File: src/verilog/rtc_params.svh
// rtc_params.svh: offsets, field positions and timing counts of the counter
// assumes inclusion by bare name from the design files
`ifndef RTC_PARAMS_SVH
`define RTC_PARAMS_SVH

// source clock derived from hclk
`define HCLK_FREQ_HZ 100000000
`define SRC_FREQ_HZ  32768
`define SRC_DIV      (`HCLK_FREQ_HZ / `SRC_FREQ_HZ)

// register indices, byte address is four times the index
`define IDX_CTRL_A   7'h00
`define IDX_CTRL_B   7'h02
`define IDX_EVENT_OUTPUT_CONTROL   7'h04
`define IDX_IEN_CLR  7'h08
`define IDX_IEN_SET  7'h0A
`define IDX_FLAGS    7'h0C
`define IDX_DBG      7'h0E
`define IDX_BUSY     7'h10
`define IDX_RATE_CORRECTION 7'h14
`define IDX_COUNT    7'h18
`define IDX_COMP0    7'h20
`define IDX_COMP1    7'h22
`define IDX_MASK     7'h24
`define IDX_GP0      7'h40
`define IDX_GP1      7'h44
`define IDX_STAMP    7'h64

// control_a fields
`define CA_SOFT_RESET   0
`define CA_EN      1
`define CA_MODE    2
`define CA_CLKREP  6
`define CA_MCLR    7
`define CA_PSC     8
`define CA_GP_RESET_ON_TAMPER  14
`define PSC_MAX    4'd10

// event / flag bit positions
`define EV_CMP0  8
`define EV_CMP1  9
`define EV_TAMP  14
`define EV_OVF   15
`define EV_TEI   16

// sync busy bits
`define SB_EN    1
`define SB_FC    2
`define SB_CNT   3

// correction
`define FC_SIGN  7
`define CORR_W   7

// calendar layout and limits
`define CAL_MIN_LSB  6
`define CAL_HR_LSB   12
`define CAL_DAY_LSB  17
`define CAL_MON_LSB  22
`define CAL_YR_LSB   26
`define CAL_SEC_MAX  6'd59
`define CAL_HR24_MAX 5'd23
`define CAL_HR12_TOP 4'd12
`define CAL_HR12_PM  4'd11
`define CAL_MON_MAX  4'd12
`define CAL_FEB      4'd2
`define CAL_APR      4'd4
`define CAL_JUN      4'd6
`define CAL_SEP      4'd9
`define CAL_NOV      4'd11
`define CAL_D28      5'd28
`define CAL_D29      5'd29
`define CAL_D30      5'd30
`define CAL_D31      5'd31

`endif

File: src/verilog/rtc_pkg.sv
// rtc_pkg: types of the counter/calendar block
// assumes rtc_params.svh for all numeric constants
`default_nettype none
package rtc_pkg;

	typedef enum logic [1:0] {MODE_FULL_WIDTH_COUNT_MODE, MODE_COUNT16, MODE_CALENDAR, MODE_RSVD} mode_t;

	typedef struct packed {
		logic [15:0] ctrl_a;
		logic [15:0] ctrl_b;
		logic [31:0] event_output_control;
		logic [15:0] inten;
		logic [15:0] flags;
		logic        run_while_halted;
		logic [7:0]  rate_correction;
		logic [31:0] count;
		logic [31:0] comp0;
		logic [15:0] comp1;
		logic [2:0]  mask;
		logic [31:0] gp0;
		logic [31:0] gp1;
		logic [31:0] stamp;
		logic        cnt_pend;
		logic [31:0] cnt_new;
		logic        en_pend;
		logic        en_new;
		logic        fc_pend;
		logic [7:0]  fc_new;
		logic [11:0] src_cnt;
		logic [9:0]  psc;
		logic [6:0]  cw;
		logic [4:0]  tp0;
		logic [4:0]  tp1;
		logic [4:0]  tdb;
		logic        a_valid;
		logic        a_write;
		logic        a_ok;
		logic [6:0]  a_idx;
		logic        rdy;
		logic [31:0] rdata;
		logic        irq;
		logic        wake;
		logic [11:0] ev;
	} state_t;

endpackage : rtc_pkg
`default_nettype wire
File: src/verilog/cal_if.sv
// cal_if: current calendar time out to the stepper, next time back
// assumes one instance per counter block, purely combinational
`timescale 1ns/10ps
`default_nettype none
interface cal_if;
	logic [31:0] time_now;
	logic        h12;
	logic [31:0] time_next;
	logic        wrap;
	modport user (output time_now, output h12, input time_next, input wrap);
	modport step (input time_now, input h12, output time_next, output wrap);
endinterface : cal_if
`default_nettype wire

File: src/verilog/calendar_step.sv
// calendar_step: next second of a packed calendar time
// assumes years count from a leap year, so year mod 4 == 0 is a leap year
`timescale 1ns/10ps
`default_nettype none
`include "rtc_params.svh"
module calendar_step (
	cal_if.step bus
);
	logic [5:0] sec, mi, yr;
	logic [4:0] hr, dy, dim;
	logic [3:0] mo;
	logic       roll;

	// RULE8: seconds minutes hours
	// RULE9: date with leap year
	always_comb begin
		sec  = bus.time_now[`CAL_MIN_LSB-1:0];
		mi   = bus.time_now[`CAL_HR_LSB-1:`CAL_MIN_LSB];
		hr   = bus.time_now[`CAL_DAY_LSB-1:`CAL_HR_LSB];
		dy   = bus.time_now[`CAL_MON_LSB-1:`CAL_DAY_LSB];
		mo   = bus.time_now[`CAL_YR_LSB-1:`CAL_MON_LSB];
		yr   = bus.time_now[31:`CAL_YR_LSB];
		roll = 1'b0;
		bus.wrap = 1'b0;
		case (mo)
			`CAL_FEB: dim = (yr[1:0] == 2'h0) ? `CAL_D29 : `CAL_D28;
			`CAL_APR, `CAL_JUN, `CAL_SEP, `CAL_NOV: dim = `CAL_D30;
			default: dim = `CAL_D31;
		endcase
		if (sec != `CAL_SEC_MAX) begin
			sec = sec + 6'h1;
		end else begin
			sec = 6'h0;
			if (mi != `CAL_SEC_MAX) begin
				mi = mi + 6'h1;
			end else begin
				mi = 6'h0;
				// 12 h: bit 4 is pm, hours run 12,1..11
				if (bus.h12) begin
					if (hr[3:0] == `CAL_HR12_TOP) begin
						hr[3:0] = 4'h1;
					end else if (hr[3:0] == `CAL_HR12_PM) begin
						hr[3:0] = `CAL_HR12_TOP;
						roll    = hr[4];
						hr[4]   = ~hr[4];
					end else begin
						hr[3:0] = hr[3:0] + 4'h1;
					end
				end else if (hr == `CAL_HR24_MAX) begin
					hr   = 5'h0;
					roll = 1'b1;
				end else begin
					hr = hr + 5'h1;
				end
			end
		end
		// day, month, year carry
		if (roll) begin
			if (dy >= dim) begin
				dy = 5'h1;
				if (mo >= `CAL_MON_MAX) begin
					mo       = 4'h1;
					bus.wrap = &yr;
					yr       = yr + 6'h1;
				end else begin
					mo = mo + 4'h1;
				end
			end else begin
				dy = dy + 5'h1;
			end
		end
		bus.time_next = {yr, mo, dy, hr, mi, sec};
	end
endmodule : calendar_step
`default_nettype wire

File: src/verilog/real_time_counter_calendar.sv
// real_time_counter_calendar: 32/16-bit counter and calendar behind AHB-Lite
// assumes a single slave on the bus, whole-word transfers, synchronous pins
// Behaviour
// RULE1: 32-bit counter ticked by 10-bit prescaler
// RULE2: wake request on match, tap, overflow, input
// RULE3: eight prescaler taps with enable and flag
// RULE4: compare match raises flag and event
// RULE5: counter wrap raises overflow flag, event
// RULE6: optional clear of counter on match
// RULE7: 32-bit mode one compare, 16-bit two
// RULE8: calendar seconds, minutes, hours, 12/24
// RULE9: calendar day, month, year, leap years
// RULE10: signed prescaler correction, sign bit 7
// RULE11: two general purpose 32-bit registers
// RULE12: tamper captures timestamp and flags interrupt
// RULE13: counter readable/writable at 0x18, resets zero
// RULE14: mode field 0 selects 32-bit count
// RULE15: mode field 2 selects clock/calendar
// RULE16: enable set/clear registers, zero ignored
// RULE17: busy bit high while write pends
// RULE18: write one clears flag; enabled flag interrupts
`timescale 1ns/10ps
`default_nettype none
`include "rtc_params.svh"
module real_time_counter_calendar (
	input  wire logic        hclk,
	input  wire logic        hresetn,
	input  wire logic        hsel,
	input  wire logic [31:0] haddr,
	input  wire logic [1:0]  htrans,
	input  wire logic        hwrite,
	input  wire logic [2:0]  hsize,
	input  wire logic [31:0] hwdata,
	input  wire logic        hready,
	output var  logic        hreadyout,
	output var  logic [31:0] hrdata,
	output var  logic        hresp,
	input  wire logic        wake_in,
	input  wire logic        dbg_halt,
	input  wire logic [4:0]  tamper_in,
	input  wire logic        tamper_event_in,
	output var  logic        irq,
	output var  logic        wake_req,
	output var  logic [7:0]  periodic_tap_event_out,
	output var  logic        alarm_event_out,
	output var  logic        compare1_event_out,
	output var  logic        tamper_event_out,
	output var  logic        overflow_event_out
);
	rtc_pkg::state_t s, n;
	rtc_pkg::mode_t  mode;
	cal_if           cal ();

	logic        src, run, tick, ovf, m0, m1, tamper, wr, rd, mclr;
	logic [1:0]  adv;
	logic [9:0]  pnext;
	logic [3:0]  psel;
	logic [4:0]  tnew, trise;
	logic [31:0] cmask, clr;
	logic [15:0] evs;
	logic [32:0] inc;

	// calendar arithmetic lives in its own module
	assign cal.time_now = s.count;
	assign cal.h12      = s.ctrl_a[`CA_CLKREP];

	calendar_step u_cal (
		.bus (cal.step)
	);

	// outputs straight from the state flops, hresp tied low
	assign hreadyout              = s.rdy;
	assign hrdata                 = s.rdata;
	assign hresp                  = 1'b0;
	assign irq                    = s.irq;
	assign wake_req               = s.wake;
	assign periodic_tap_event_out = s.ev[7:0];
	assign alarm_event_out        = s.ev[8];
	assign compare1_event_out     = s.ev[9];
	assign tamper_event_out       = s.ev[10];
	assign overflow_event_out     = s.ev[11];

	// next-state logic for the whole block
	always_comb begin
		n     = s;
		mode  = rtc_pkg::mode_t'(s.ctrl_a[`CA_MODE +: 2]);
		mclr  = s.ctrl_a[`CA_MCLR];
		ovf   = 1'b0;
		m0    = 1'b0;
		m1    = 1'b0;
		tick  = 1'b0;
		cmask = 32'h0;
		clr   = 32'h0;
		inc   = 33'h0;

		// source tick divider from hclk
		src       = (s.src_cnt == 12'(`SRC_DIV - 1));
		n.src_cnt = src ? 12'h0 : s.src_cnt + 12'h1;
		run       = s.ctrl_a[`CA_EN] && !(dbg_halt && !s.run_while_halted);

		// RULE10: signed rate correction
		adv = 2'h1;
		if (s.cw < s.rate_correction[`CORR_W-1:0]) begin
			adv = s.rate_correction[`FC_SIGN] ? 2'h0 : 2'h2;
		end
		if (src) begin
			n.cw = s.cw + 7'h1;
		end

		// RULE1: prescaler divides source
		pnext = s.psc + {8'h0, adv};
		if (src && run) begin
			n.psc = pnext;
		end
		psel = (s.ctrl_a[`CA_PSC +: 4] > `PSC_MAX) ? `PSC_MAX : s.ctrl_a[`CA_PSC +: 4];
		if (src && run) begin
			tick = (psel == 4'h0) ? 1'b1 : (s.psc[psel - 4'h1] & ~pnext[psel - 4'h1]);
		end

		// RULE7: compare per counting mode
		case (mode)
			rtc_pkg::MODE_FULL_WIDTH_COUNT_MODE: begin
				m0 = tick && (s.count == s.comp0);
			end
			rtc_pkg::MODE_COUNT16: begin
				m0 = tick && (s.count[15:0] == s.comp0[15:0]);
				m1 = tick && (s.count[15:0] == s.comp1);
			end
			rtc_pkg::MODE_CALENDAR: begin
				// alarm compares only the fields the mask selects
				case (s.mask)
					3'h1: cmask = 32'((33'h1 << `CAL_MIN_LSB) - 33'h1);
					3'h2: cmask = 32'((33'h1 << `CAL_HR_LSB) - 33'h1);
					3'h3: cmask = 32'((33'h1 << `CAL_DAY_LSB) - 33'h1);
					3'h4: cmask = 32'((33'h1 << `CAL_MON_LSB) - 33'h1);
					3'h5: cmask = 32'((33'h1 << `CAL_YR_LSB) - 33'h1);
					3'h6: cmask = 32'hFFFFFFFF;
					default: cmask = 32'h0;
				endcase
				m0 = tick && (cmask != 32'h0) && (((s.count ^ s.comp0) & cmask) == 32'h0);
			end
			default: begin
				m0 = 1'b0;
			end
		endcase

		// counter advance
		if (tick) begin
			case (mode)
				// RULE14: plain 32-bit count
				rtc_pkg::MODE_FULL_WIDTH_COUNT_MODE: begin
					inc     = {1'b0, s.count} + 33'h1;
					n.count = inc[31:0];
					ovf     = inc[32];
				end
				rtc_pkg::MODE_COUNT16: begin
					inc     = {17'h0, s.count[15:0]} + 33'h1;
					n.count = {16'h0, inc[15:0]};
					ovf     = inc[16];
				end
				// RULE15: calendar replaces count
				rtc_pkg::MODE_CALENDAR: begin
					n.count = cal.time_next;
					ovf     = cal.wrap;
				end
				default: begin
					n.count = s.count;
				end
			endcase
			// RULE6: clear on match
			if (mclr && (m0 || m1) && (mode != rtc_pkg::MODE_CALENDAR)) begin
				n.count = 32'h0;
			end
		end

		// RULE17: pending writes land on a source tick
		if (src) begin
			if (s.cnt_pend) begin
				n.count    = s.cnt_new;
				n.cnt_pend = 1'b0;
			end
			if (s.en_pend) begin
				n.ctrl_a[`CA_EN] = s.en_new;
				n.en_pend        = 1'b0;
			end
			if (s.fc_pend) begin
				n.rate_correction = s.fc_new;
				n.fc_pend  = 1'b0;
			end
		end

		// tamper inputs: two equal samples on source ticks
		tnew = s.tdb;
		if (src) begin
			n.tp0 = tamper_in;
			n.tp1 = s.tp0;
			tnew  = (s.tp0 & s.tp1) | (s.tdb & (s.tp0 | s.tp1));
			n.tdb = tnew;
		end
		trise  = tnew & ~s.tdb;
		tamper = (|trise) || (tamper_event_in && s.event_output_control[`EV_TEI]);

		// RULE12: timestamp on tamper
		if (tamper) begin
			n.stamp = s.count;
			if (s.ctrl_a[`CA_GP_RESET_ON_TAMPER]) begin
				n.gp0 = 32'h0;
				n.gp1 = 32'h0;
			end
		end

		// RULE3: taps from prescaler rising bits
		// RULE4: compare flag
		// RULE5: overflow flag
		evs              = 16'h0;
		evs[7:0]         = (src && run) ? (pnext[7:0] & ~s.psc[7:0]) : 8'h0;
		evs[`EV_CMP0]    = m0;
		evs[`EV_CMP1]    = m1;
		evs[`EV_TAMP]    = tamper;
		evs[`EV_OVF]     = ovf;

		// bus data phase write
		wr = s.a_valid && s.a_write && s.a_ok;
		if (wr) begin
			case (s.a_idx)
				`IDX_CTRL_A: begin
					n.ctrl_a         = hwdata[15:0];
					n.ctrl_a[`CA_EN] = s.ctrl_a[`CA_EN];
					n.en_pend        = 1'b1;
					n.en_new         = hwdata[`CA_EN];
				end
				`IDX_CTRL_B: n.ctrl_b = hwdata[15:0];
				`IDX_EVENT_OUTPUT_CONTROL: n.event_output_control = hwdata;
				// RULE16: set and clear of enables
				`IDX_IEN_CLR: n.inten = s.inten & ~hwdata[15:0];
				`IDX_IEN_SET: n.inten = s.inten | hwdata[15:0];
				`IDX_FLAGS: clr = hwdata;
				`IDX_DBG: n.run_while_halted = hwdata[0];
				// RULE17: busy raised on write
				`IDX_RATE_CORRECTION: begin
					n.fc_pend = 1'b1;
					n.fc_new  = hwdata[7:0];
				end
				// RULE13: counter write via pending
				`IDX_COUNT: begin
					n.cnt_pend = 1'b1;
					n.cnt_new  = hwdata;
				end
				`IDX_COMP0: n.comp0 = hwdata;
				`IDX_COMP1: n.comp1 = hwdata[15:0];
				`IDX_MASK: n.mask = hwdata[2:0];
				// RULE11: general purpose words
				`IDX_GP0: n.gp0 = hwdata;
				`IDX_GP1: n.gp1 = hwdata;
				default: n.mask = n.mask;
			endcase
		end

		// RULE18: write one clears, set wins
		n.flags = (s.flags & ~clr[15:0]) | evs;

		// soft reset keeps debug control and the source tick divider
		if (wr && (s.a_idx == `IDX_CTRL_A) && hwdata[`CA_SOFT_RESET]) begin
			n          = '0;
			n.run_while_halted   = s.run_while_halted;
			n.src_cnt  = s.src_cnt;
		end

		// address phase capture
		rd = hsel && hready && htrans[1];
		if (hready) begin
			n.a_valid = rd;
			n.a_write = hwrite;
			n.a_ok    = (haddr[31:9] == 23'h0) && (haddr[1:0] == 2'h0);
			n.a_idx   = haddr[8:2];
		end

		// read data from the post-write state, zero wait
		if (rd && !hwrite) begin
			case (haddr[8:2])
				`IDX_CTRL_A: n.rdata = {16'h0, n.ctrl_a};
				`IDX_CTRL_B: n.rdata = {16'h0, n.ctrl_b};
				`IDX_EVENT_OUTPUT_CONTROL: n.rdata = n.event_output_control;
				`IDX_IEN_CLR, `IDX_IEN_SET: n.rdata = {16'h0, n.inten};
				`IDX_FLAGS: n.rdata = {16'h0, n.flags};
				`IDX_DBG: n.rdata = {31'h0, n.run_while_halted};
				`IDX_BUSY: begin
					n.rdata          = 32'h0;
					n.rdata[`SB_EN]  = n.en_pend;
					n.rdata[`SB_FC]  = n.fc_pend;
					n.rdata[`SB_CNT] = n.cnt_pend;
				end
				`IDX_RATE_CORRECTION: n.rdata = {24'h0, n.rate_correction};
				`IDX_COUNT: n.rdata = n.count;
				`IDX_COMP0: n.rdata = n.comp0;
				`IDX_COMP1: n.rdata = {16'h0, n.comp1};
				`IDX_MASK: n.rdata = {29'h0, n.mask};
				`IDX_GP0: n.rdata = n.gp0;
				`IDX_GP1: n.rdata = n.gp1;
				`IDX_STAMP: n.rdata = n.stamp;
				default: n.rdata = 32'h0;
			endcase
			if (haddr[31:9] != 23'h0) begin
				n.rdata = 32'h0;
			end
		end

		// RULE18: enabled flag drives irq
		// RULE2: wake on enabled event or pin
		n.rdy  = 1'b1;
		n.irq  = |(n.flags & n.inten);
		n.wake = n.irq || wake_in;
		// RULE3: event outputs gated per bit
		n.ev[7:0] = evs[7:0] & n.event_output_control[7:0];
		n.ev[8]   = evs[`EV_CMP0] & n.event_output_control[`EV_CMP0];
		n.ev[9]   = evs[`EV_CMP1] & n.event_output_control[`EV_CMP1];
		n.ev[10]  = evs[`EV_TAMP] & n.event_output_control[`EV_TAMP];
		n.ev[11]  = evs[`EV_OVF] & n.event_output_control[`EV_OVF];
	end

	// one register for all state; hreadyout high even in reset
	always_ff @(posedge hclk or negedge hresetn) begin
		if (!hresetn) begin
			s     <= '0;
			s.rdy <= 1'b1;
		end else begin
			s <= n;
		end
	end
endmodule : real_time_counter_calendar
`default_nettype wire

File: config.mk
export PLATFORM = sky130hd
export DESIGN_NAME = real_time_counter_calendar
export DESIGN_NICKNAME = d
export VERILOG_FILES = /design/src/verilog/rtc_pkg.sv /design/src/verilog/cal_if.sv /design/src/verilog/calendar_step.sv /design/src/verilog/real_time_counter_calendar.sv
export VERILOG_INCLUDE_DIRS = /design/src /design/src/verilog
export SDC_FILE = /design/constraint.sdc
export NUM_CORES = 1
export LEC_CHECK = 0
export ABC_CLOCK_PERIOD_IN_PS = 4800
export BUFFER_PORTS_ARGS = -buffer_cell sky130_fd_sc_hd__buf_2
export CAP_MARGIN = 5
export CELL_PAD_IN_SITES_DETAIL_PLACEMENT = 1
export CELL_PAD_IN_SITES_GLOBAL_PLACEMENT = 2
export CORE_MARGIN = 10
export CORE_UTILIZATION = 35
export CTS_CLUSTER_SIZE = 14
export DETAILED_ROUTE_END_ITERATION = 10
export GPL_ROUTABILITY_DRIVEN = 0
export PLACE_DENSITY = 0.73
export SETUP_SLACK_MARGIN = 0.02
export SLEW_MARGIN = 15
export SYNTH_ARGS = -nofsm -noshare
export SYNTH_HDL_FRONTEND = slang
export SYNTH_SLANG_ARGS = --single-unit
File: constraint.sdc
create_clock -name hclk -period 4.8 [get_ports hclk]
set_input_delay 0.48 -clock hclk [delete_from_list [all_inputs] [get_ports hclk]]
set_output_delay 0.48 -clock hclk [all_outputs]
set_load 0.02 [all_outputs]
==> impl_metrics.env, run 1 <==
export IMPL_fmax_mhz=196
export IMPL_yosys_warnings=0
export IMPL_grt_max_degree=103
export IMPL_end_kind="flip-flop"
export IMPL_seq_area_frac_synth=0.448
export IMPL_syn_nets=2753
export IMPL_drv_cap=0
export IMPL_r2r_slack_ns=-0.30
export IMPL_powerDensity_nw_per_um2=290
export IMPL_netlist_instances=2637
export IMPL_first_iter_violations=2576
export IMPL_finalHoldViolations=0
export IMPL_drc=0
export IMPL_critPathRequiredTime_ns=5.30
export IMPL_dp_cells=3562
export IMPL_relSlewSlack=0.153
export IMPL_wl_um=116000
export IMPL_vdd_drop_max_uv=244
export IMPL_grt_overflow_total=0
export IMPL_period_needed_ns=5.10
export IMPL_cts_tree="done"
export IMPL_status="complete, but fails checks"
export IMPL_synth_seq_cells=428
export IMPL_antenna_found_initial=9
export IMPL_synth_avg_cell_area_um2=9.07
export IMPL_postRouteAntennaNets=0
export IMPL_violations="setup timing"
export IMPL_min_delay_start="tamper_in[2]"
export IMPL_multi_input_area_um2=12600
export IMPL_worstSetupPathType="flip-flop to flip-flop"
export IMPL_worst_slew_pin_slew_ns=1.26
export IMPL_synth_flop_cell="dfrtp_1"
export IMPL_drtPass1Iterations=6
export IMPL_final_cells=3688
export IMPL_power_leakage_nw=12.9
export IMPL_die_h_um=281
export IMPL_fillers=7721
export IMPL_final_setup_viol_count=64
export IMPL_cp_arrival_ns=5.60
export IMPL_syn_area_um2=23900
export IMPL_grt_pass1_vias=24100
export IMPL_synth_edf_count=0
export IMPL_r2r_start="s[325]"
export IMPL_critPathMaxFanout=6
export IMPL_fin_nets=2891
export IMPL_coreArea_um2=67500
export IMPL_synth_distinct_cells=105
export IMPL_num_rows=95
export IMPL_rsz0062_at_grt="yes"
export IMPL_worstReg2RegEnd="wake_req"
export IMPL_htree_levels=2
export IMPL_fin_util=0.427
export IMPL_area_delta_synth_final_pct=20.5
export IMPL_clock_sinks=428
export IMPL_min_to="s[69]"
export IMPL_port_buffers=123
export IMPL_die_w_um=281
export IMPL_whs_path_depth=3
export IMPL_grt_pass1_wl_um=170000
export IMPL_register_area_um2=10700
export IMPL_finalMaxSlewViolations=0
export IMPL_ios=130
export IMPL_hpwl_um=84400
export IMPL_hp_class="input pin to flip-flop"
export IMPL_clk_pin_slew_ns=0.06
export IMPL_ys_async_sr_fraction=1.00
export IMPL_skew_ns=0.0157
export IMPL_cp_start_kind="flip-flop"
export IMPL_period_share=1.06
export IMPL_vias=23200
export IMPL_die_area_um2=79200
export IMPL_clkLatencyLatePin_ns=0.63
export IMPL_clock_root_buffer="clkbuf_16"
export IMPL_fin_ws_ns=-0.304
export IMPL_drive_gt1_frac=0.205
export IMPL_wire_per_inst_um=31.6
export IMPL_initial_core_util=0.354
export IMPL_track_usage=0.287
export IMPL_cts_made_buffers=51
export IMPL_viasPerCell=6.30
export IMPL_clock_path_buffers=3
export IMPL_r2r_cells=25
metal layers:
layer | share of wire | routed length (um) | global-route usage
met3 | 0.086 | 10000 | 0.0575
met5 | 0.00039 | 45 | 0
met2 | 0.45 | 51800 | 0.441
met4 | 0.039 | 4590 | 0.103
met1 | 0.43 | 49900 | 0.396
what timing repair did:
| item | 4_1_cts | 5_1_grt |
|---|---|---|
| gates resized for setup | 111 | 87 |
| pin swaps | 53 | 51 |
| setup endpoints to repair | 72 | 71 |
| gates cloned | 1 | 0 |
| hold buffers | 1 | 0 |
| buffers inserted | 17 | 19 |
| hold endpoints to repair | 30 | 0 |
per-stage QoR:
stage | hold WS, ns | TNS [ns] | power [mW] | instance area, um2 | setup slack (ns)
5_1_grt | 0.0985 | -25.15 | 8.60 | 28800 | -0.533
2_1_floorplan | 0.184 | 0 | 4.01 | 24000 | 0.0391
6_report | 0.0901 | -10.37 | 8.37 | 28800 | -0.304
4_1_cts | 0.0693 | -7.39 | 8.39 | 28300 | -0.286
3_3_place_gp | 0.457 | -19.38 | 4.28 | 26000 | -0.558
3_5_place_dp | 0.455 | -22.91 | 4.30 | 26000 | -0.627
worst max path at each step:
stage | endpoint | slack (ns) | start | depth (start not counted)
floorplan | hrdata[16] | 0.04 | s[73] | 21
global placement | hrdata[15] | -0.56 | s[73] | 22
detailed placement | cal.time_now[24] | -0.63 | s[325] | 23
CTS | wake_req | -0.29 | s[325] | 23
global route | wake_req | -0.53 | s[325] | 25
finish | wake_req | -0.30 | s[325] | 25
synth_stat cells, drive strengths merged (7+ instances only):
library cell | number | share of area
a2111oi | 11 | 0.0051
a211oi | 23 | 0.0072
a21boi | 9 | 0.0028
a21o | 18 | 0.0056
a21oi | 160 | 0.033
a221oi | 21 | 0.0077
a222oi | 11 | 0.0046
a22o | 80 | 0.029
a22oi | 28 | 0.0088
a2bb2oi | 8 | 0.0029
a31oi | 20 | 0.0052
a32oi | 16 | 0.0059
and2 | 31 | 0.0081
and3 | 34 | 0.0089
buf | 113 | 0.029
clkbuf | 139 | 0.022
dfrtp | 428 | 0.45
ha | 33 | 0.017
inv | 47 | 0.0074
mux2 | 15 | 0.0071
mux2i | 87 | 0.036
nand2 | 364 | 0.057
nand2b | 17 | 0.0044
nand3 | 72 | 0.015
nand3b | 7 | 0.0022
nand4 | 50 | 0.013
nor2 | 246 | 0.039
nor2b | 12 | 0.0031
nor3 | 66 | 0.015
nor4 | 35 | 0.012
o2111ai | 14 | 0.0051
o211ai | 23 | 0.0074
o21ai | 129 | 0.027
o221ai | 11 | 0.0040
o22ai | 22 | 0.0060
o31ai | 19 | 0.0060
or3 | 17 | 0.0044
or4 | 12 | 0.0039
xnor2 | 27 | 0.0099
xor2 | 43 | 0.016
layout make-up:
class,count,area share
sequential,428,0.372
antenna,2,0.000174
tap,873,0.0379
inverter,48,0.00625
clock inverter,15,0.00920
clock buffer,76,0.0507
timing repair buffer,337,0.0859
multi-input combinational,1909,0.438
flip-flops by register name (all words and copies together), names as in the netlist:
| signal | flops |
|---|---|
| s | 346 |
| cal.h12 | 1 |
| wake_req | 1 |
| alarm_event_out | 1 |
| periodic_tap_event_out | 8 |
| overflow_event_out | 1 |
| irq | 1 |
| tamper_event_out | 1 |
| cal.time_now | 32 |
| mode | 2 |
| hrdata | 32 |
| mclr | 1 |
| compare1_event_out | 1 |
cell families (layout without fill, tap and decap cells):
logic type	count (synthesis)	in the layout	synth area share
AND/OR/NAND/NOR	1007	1007	0.204
adder cells (fa/ha/maj)	34	34	0.0181
XOR/XNOR	70	70	0.0256
multiplexers	103	103	0.0444
other	2	4	0.000314
buffers and inverters	300	476	0.0582
flip-flops	428	428	0.448
AO/OA/AOI/OAI	693	693	0.202
where the power goes:
part	switching, mW	internal (mW)	leakage [nW]
Clock	1.69	2.43	0.840
Sequential	0.0778	3.68	5.55
Combinational	0.349	0.147	6.50
cell usage in the layout, fill, tap and decap left out, drive strengths merged, types with 50 or more instances in the layout:
cell    count
a21oi     160
a22o       80
buf       336
clkbuf     76
dfrtp     428
mux2i      87
nand2     364
nand3      72
nand4      50
nor2      246
nor3       66
o21ai     129
critical path, stage by stage, from the launching register on:
cell	delay (ns)
dfrtp_1	0.38
inv_2	0.09
ha_4	0.20
a21o_1	0.15
a21o_1	0.15
a21o_1	0.16
a21o_1	0.16
a21o_1	0.16
a21o_1	0.18
buf_6	0.13
nor2_4	0.13
ha_4	0.15
a21oi_4	0.05
or3_4	0.34
nor2b_1	0.13
ha_1	0.26
and3b_2	0.24
o2111ai_2	0.17
nand3_2	0.14
buf_6	0.15
o41ai_4	0.41
buf_12	0.18
nor2_4	0.06
a21oi_2	0.19
nor3_2	0.07
or4_1	0.52
No activity file was read; power rests on OpenSTA's default activity.
==> inputs of run 2 (changes only) <==
Settings changed: ABC_CLOCK_PERIOD_IN_PS 4800 to 5540, CORE_UTILIZATION 35 to 39, CTS_BUF_LIST set to sky130_fd_sc_hd__clkbuf_16, PLACE_DENSITY 0.73 to 0.77.
Clock period 4.8 ns to 5.54 ns, I/O delays scaled along.
==> impl_metrics.env, run 2 (same netlist as run 1, synthesis figures left out) <==
export IMPL_grt_pass1_vias=23400
export IMPL_skew_ns=0.0245
export IMPL_track_usage=0.299
export IMPL_cp_arrival_ns=5.74
export IMPL_hp_class="input pin to flip-flop"
export IMPL_crit_buf_inv=4
export IMPL_fin_nets=2791
export IMPL_place_ws_ns=0.124
export IMPL_htree_levels=2
export IMPL_coreArea_um2=60600
export IMPL_status="finished clean"
export IMPL_period_share=0.950
export IMPL_vdd_drop_max_uv=223
export IMPL_ios=130
export IMPL_area_delta_synth_final_pct=13.0
export IMPL_hpwl_um=77900
export IMPL_final_cell_mix="dfrtp_1, nand2_1, nor2_1, a21oi_1, buf_2"
export IMPL_r2r_slack_ns=0.28
export IMPL_layout_commonest_cell="dfrtp_1"
export IMPL_cp_start_kind="flip-flop"
export IMPL_wire_per_inst_um=31.1
export IMPL_fmax_mhz=190
export IMPL_drtPass1Iterations=5
export IMPL_fin_ws_ns=0.278
export IMPL_final_setup_viol_count=0
export IMPL_critPathMaxFanout=13
export IMPL_initial_core_util=0.395
export IMPL_path_cells="ha_1 > a21o_1 > a21o_1 > a21o_1 > a21o_1 > a21o_1 > a21o_1 > ha_2 > fa_2 > and3_1 > and3_1 > ha_1 > and3b_1 > a311oi_2 > nor4bb_1 > buf_4 > o41ai_4 > buf_4 > buf_12 > nand3b_1 > buf_4 > nor4_1 > a211oi_1 > o221ai_1"
export IMPL_slowest_stage="dfrtp_1"
export IMPL_wl_um=109000
export IMPL_finalHoldViolations=0
export IMPL_viasPerCell=6.47
export IMPL_first_iter_violations=2360
export IMPL_path_delay_family="compound AO/OA/AOI/OAI gates"
export IMPL_worstSetupPathType="flip-flop to flip-flop"
export IMPL_drive_gt1_frac=0.144
export IMPL_largest_register_ffs=346
export IMPL_fillers=6918
export IMPL_die_area_um2=71700
export IMPL_die_w_um=268
export IMPL_regMostFlops="s"
export IMPL_grt_pass1_wl_um=160000
export IMPL_clock_sinks=428
export IMPL_clock_root_buffer="clkbuf_16"
export IMPL_port_buffers=123
export IMPL_antenna_found_initial=4
export IMPL_finalMaxSlewViolations=0
export IMPL_grt_overflow_total=0
export IMPL_critPathRequiredTime_ns=6.02
export IMPL_num_rows=90
export IMPL_period_needed_ns=5.26
export IMPL_clkLatencyLatePin_ns=0.62
export IMPL_hold_ws_ns=0.148
export IMPL_drv_cap=0
export IMPL_postRouteAntennaNets=0
export IMPL_crit_top_cell="a21o_1"
export IMPL_relSlewSlack=0.176
export IMPL_die_h_um=268
export IMPL_drc=0
export IMPL_power_leakage_nw=12.2
export IMPL_end_kind="flip-flop"
export IMPL_powerDensity_nw_per_um2=256
export IMPL_worst_slew_pin_slew_ns=1.23
export IMPL_clk_pin_slew_ns=0.07
export IMPL_cts_made_buffers=50
export IMPL_clock_path_buffers=3
export IMPL_cts_tree="done"
export IMPL_vias=22600
export IMPL_grt_max_degree=114
export IMPL_critical_path_max_stage_delay_ns=0.38
-- run 2: cell count changes in the layout (fill, tap and decap cells not counted), sizes merged --
| cell | before | now |
|---|---|---|
| inv | 48 | 57 |
| clkbuf | 76 | 50 |
| buf | 336 | 237 |
| bufinv | 6 | 4 |
| clkinvlp | 1 | 3 |
| clkinv | 8 | 25 |
-- run 2: worst register-to-register path, stage by stage (launching register included) --
cell      delay, ns
dfrtp_1        0.38
ha_1           0.28
a21o_1         0.16
a21o_1         0.17
a21o_1         0.17
a21o_1         0.17
a21o_1         0.17
a21o_1         0.21
ha_2           0.21
fa_2           0.36
and3_1         0.17
and3_1         0.18
ha_1           0.28
and3b_1        0.20
a311oi_2       0.20
nor4bb_1       0.09
buf_4          0.17
o41ai_4        0.31
buf_4          0.19
buf_12         0.15
nand3b_1       0.23
buf_4          0.16
nor4_1         0.04
a211oi_1       0.32
o221ai_1       0.15
-- run 2: worst paths after layout --
path / from / endpoint / cells after the start
worst max-delay path: s[73] / hrdata[5] / 24
worst min-delay path: wake_in / wake_req / 2
worst max register to register: s[73] / hrdata[5] / 24
worst min register to register: s[418] / s[418] / 2
max in group asynchronous: hresetn / s[359] / 3
min in group asynchronous: hresetn / s[236] / 2
-- run 2: layout make-up --
cell class	count	area, um2	share of cell area
flip-flops and latches	428	10700	0.396
well taps	782	978	0.0362
repair buffers	238	1610	0.0595
multi-input cells	1909	12000	0.444
inverters	48	180	0.00666
diodes	2	5.00	0.000185
clock inverters	41	312	0.0115
clock buffers	50	1250	0.0463
-- run 2: routing by layer --
layer / up-vias / GRT usage / share of wire
li1: 9631 / - / -
met1: 11700 / 0.384 / 0.41
met2: 1016 / 0.476 / 0.46
met3: 292 / 0.0519 / 0.076
met4: 2 / 0.154 / 0.057
met5: - / 0 / 0.00015
-- run 2: metrics by stage --
stage / TNS, ns / std cells / util / instance area, um2 / power [mW]
2_1_floorplan: 0 / 2637 / - / 23900 / 3.47
3_3_place_gp: 0 / 3399 / 0.418 / 25300 / 3.69
3_5_place_dp: 0 / 3399 / 0.418 / 25300 / 3.70
4_1_cts: 0 / 3491 / 0.444 / 26900 / 6.96
5_1_grt: -0.00934 / 3497 / 0.446 / 27000 / 7.13
6_report: 0 / 3498 / 0.446 / 27000 / 6.93
-- run 2: report_power, final --
part	switching (mW)	internal, mW
logic	0.279	0.113
registers	0.0744	3.19
clock network	1.45	1.83
-- run 2: repair_timing --
| item | in CTS | in global routing |
|---|---|---|
| hold buffers | 1 | 0 |
| endpoints found under the hold margin | 63 | 0 |
| setup endpoints to repair | 0 | 45 |
| gates resized for setup | 0 | 27 |
| buffers inserted | 0 | 5 |
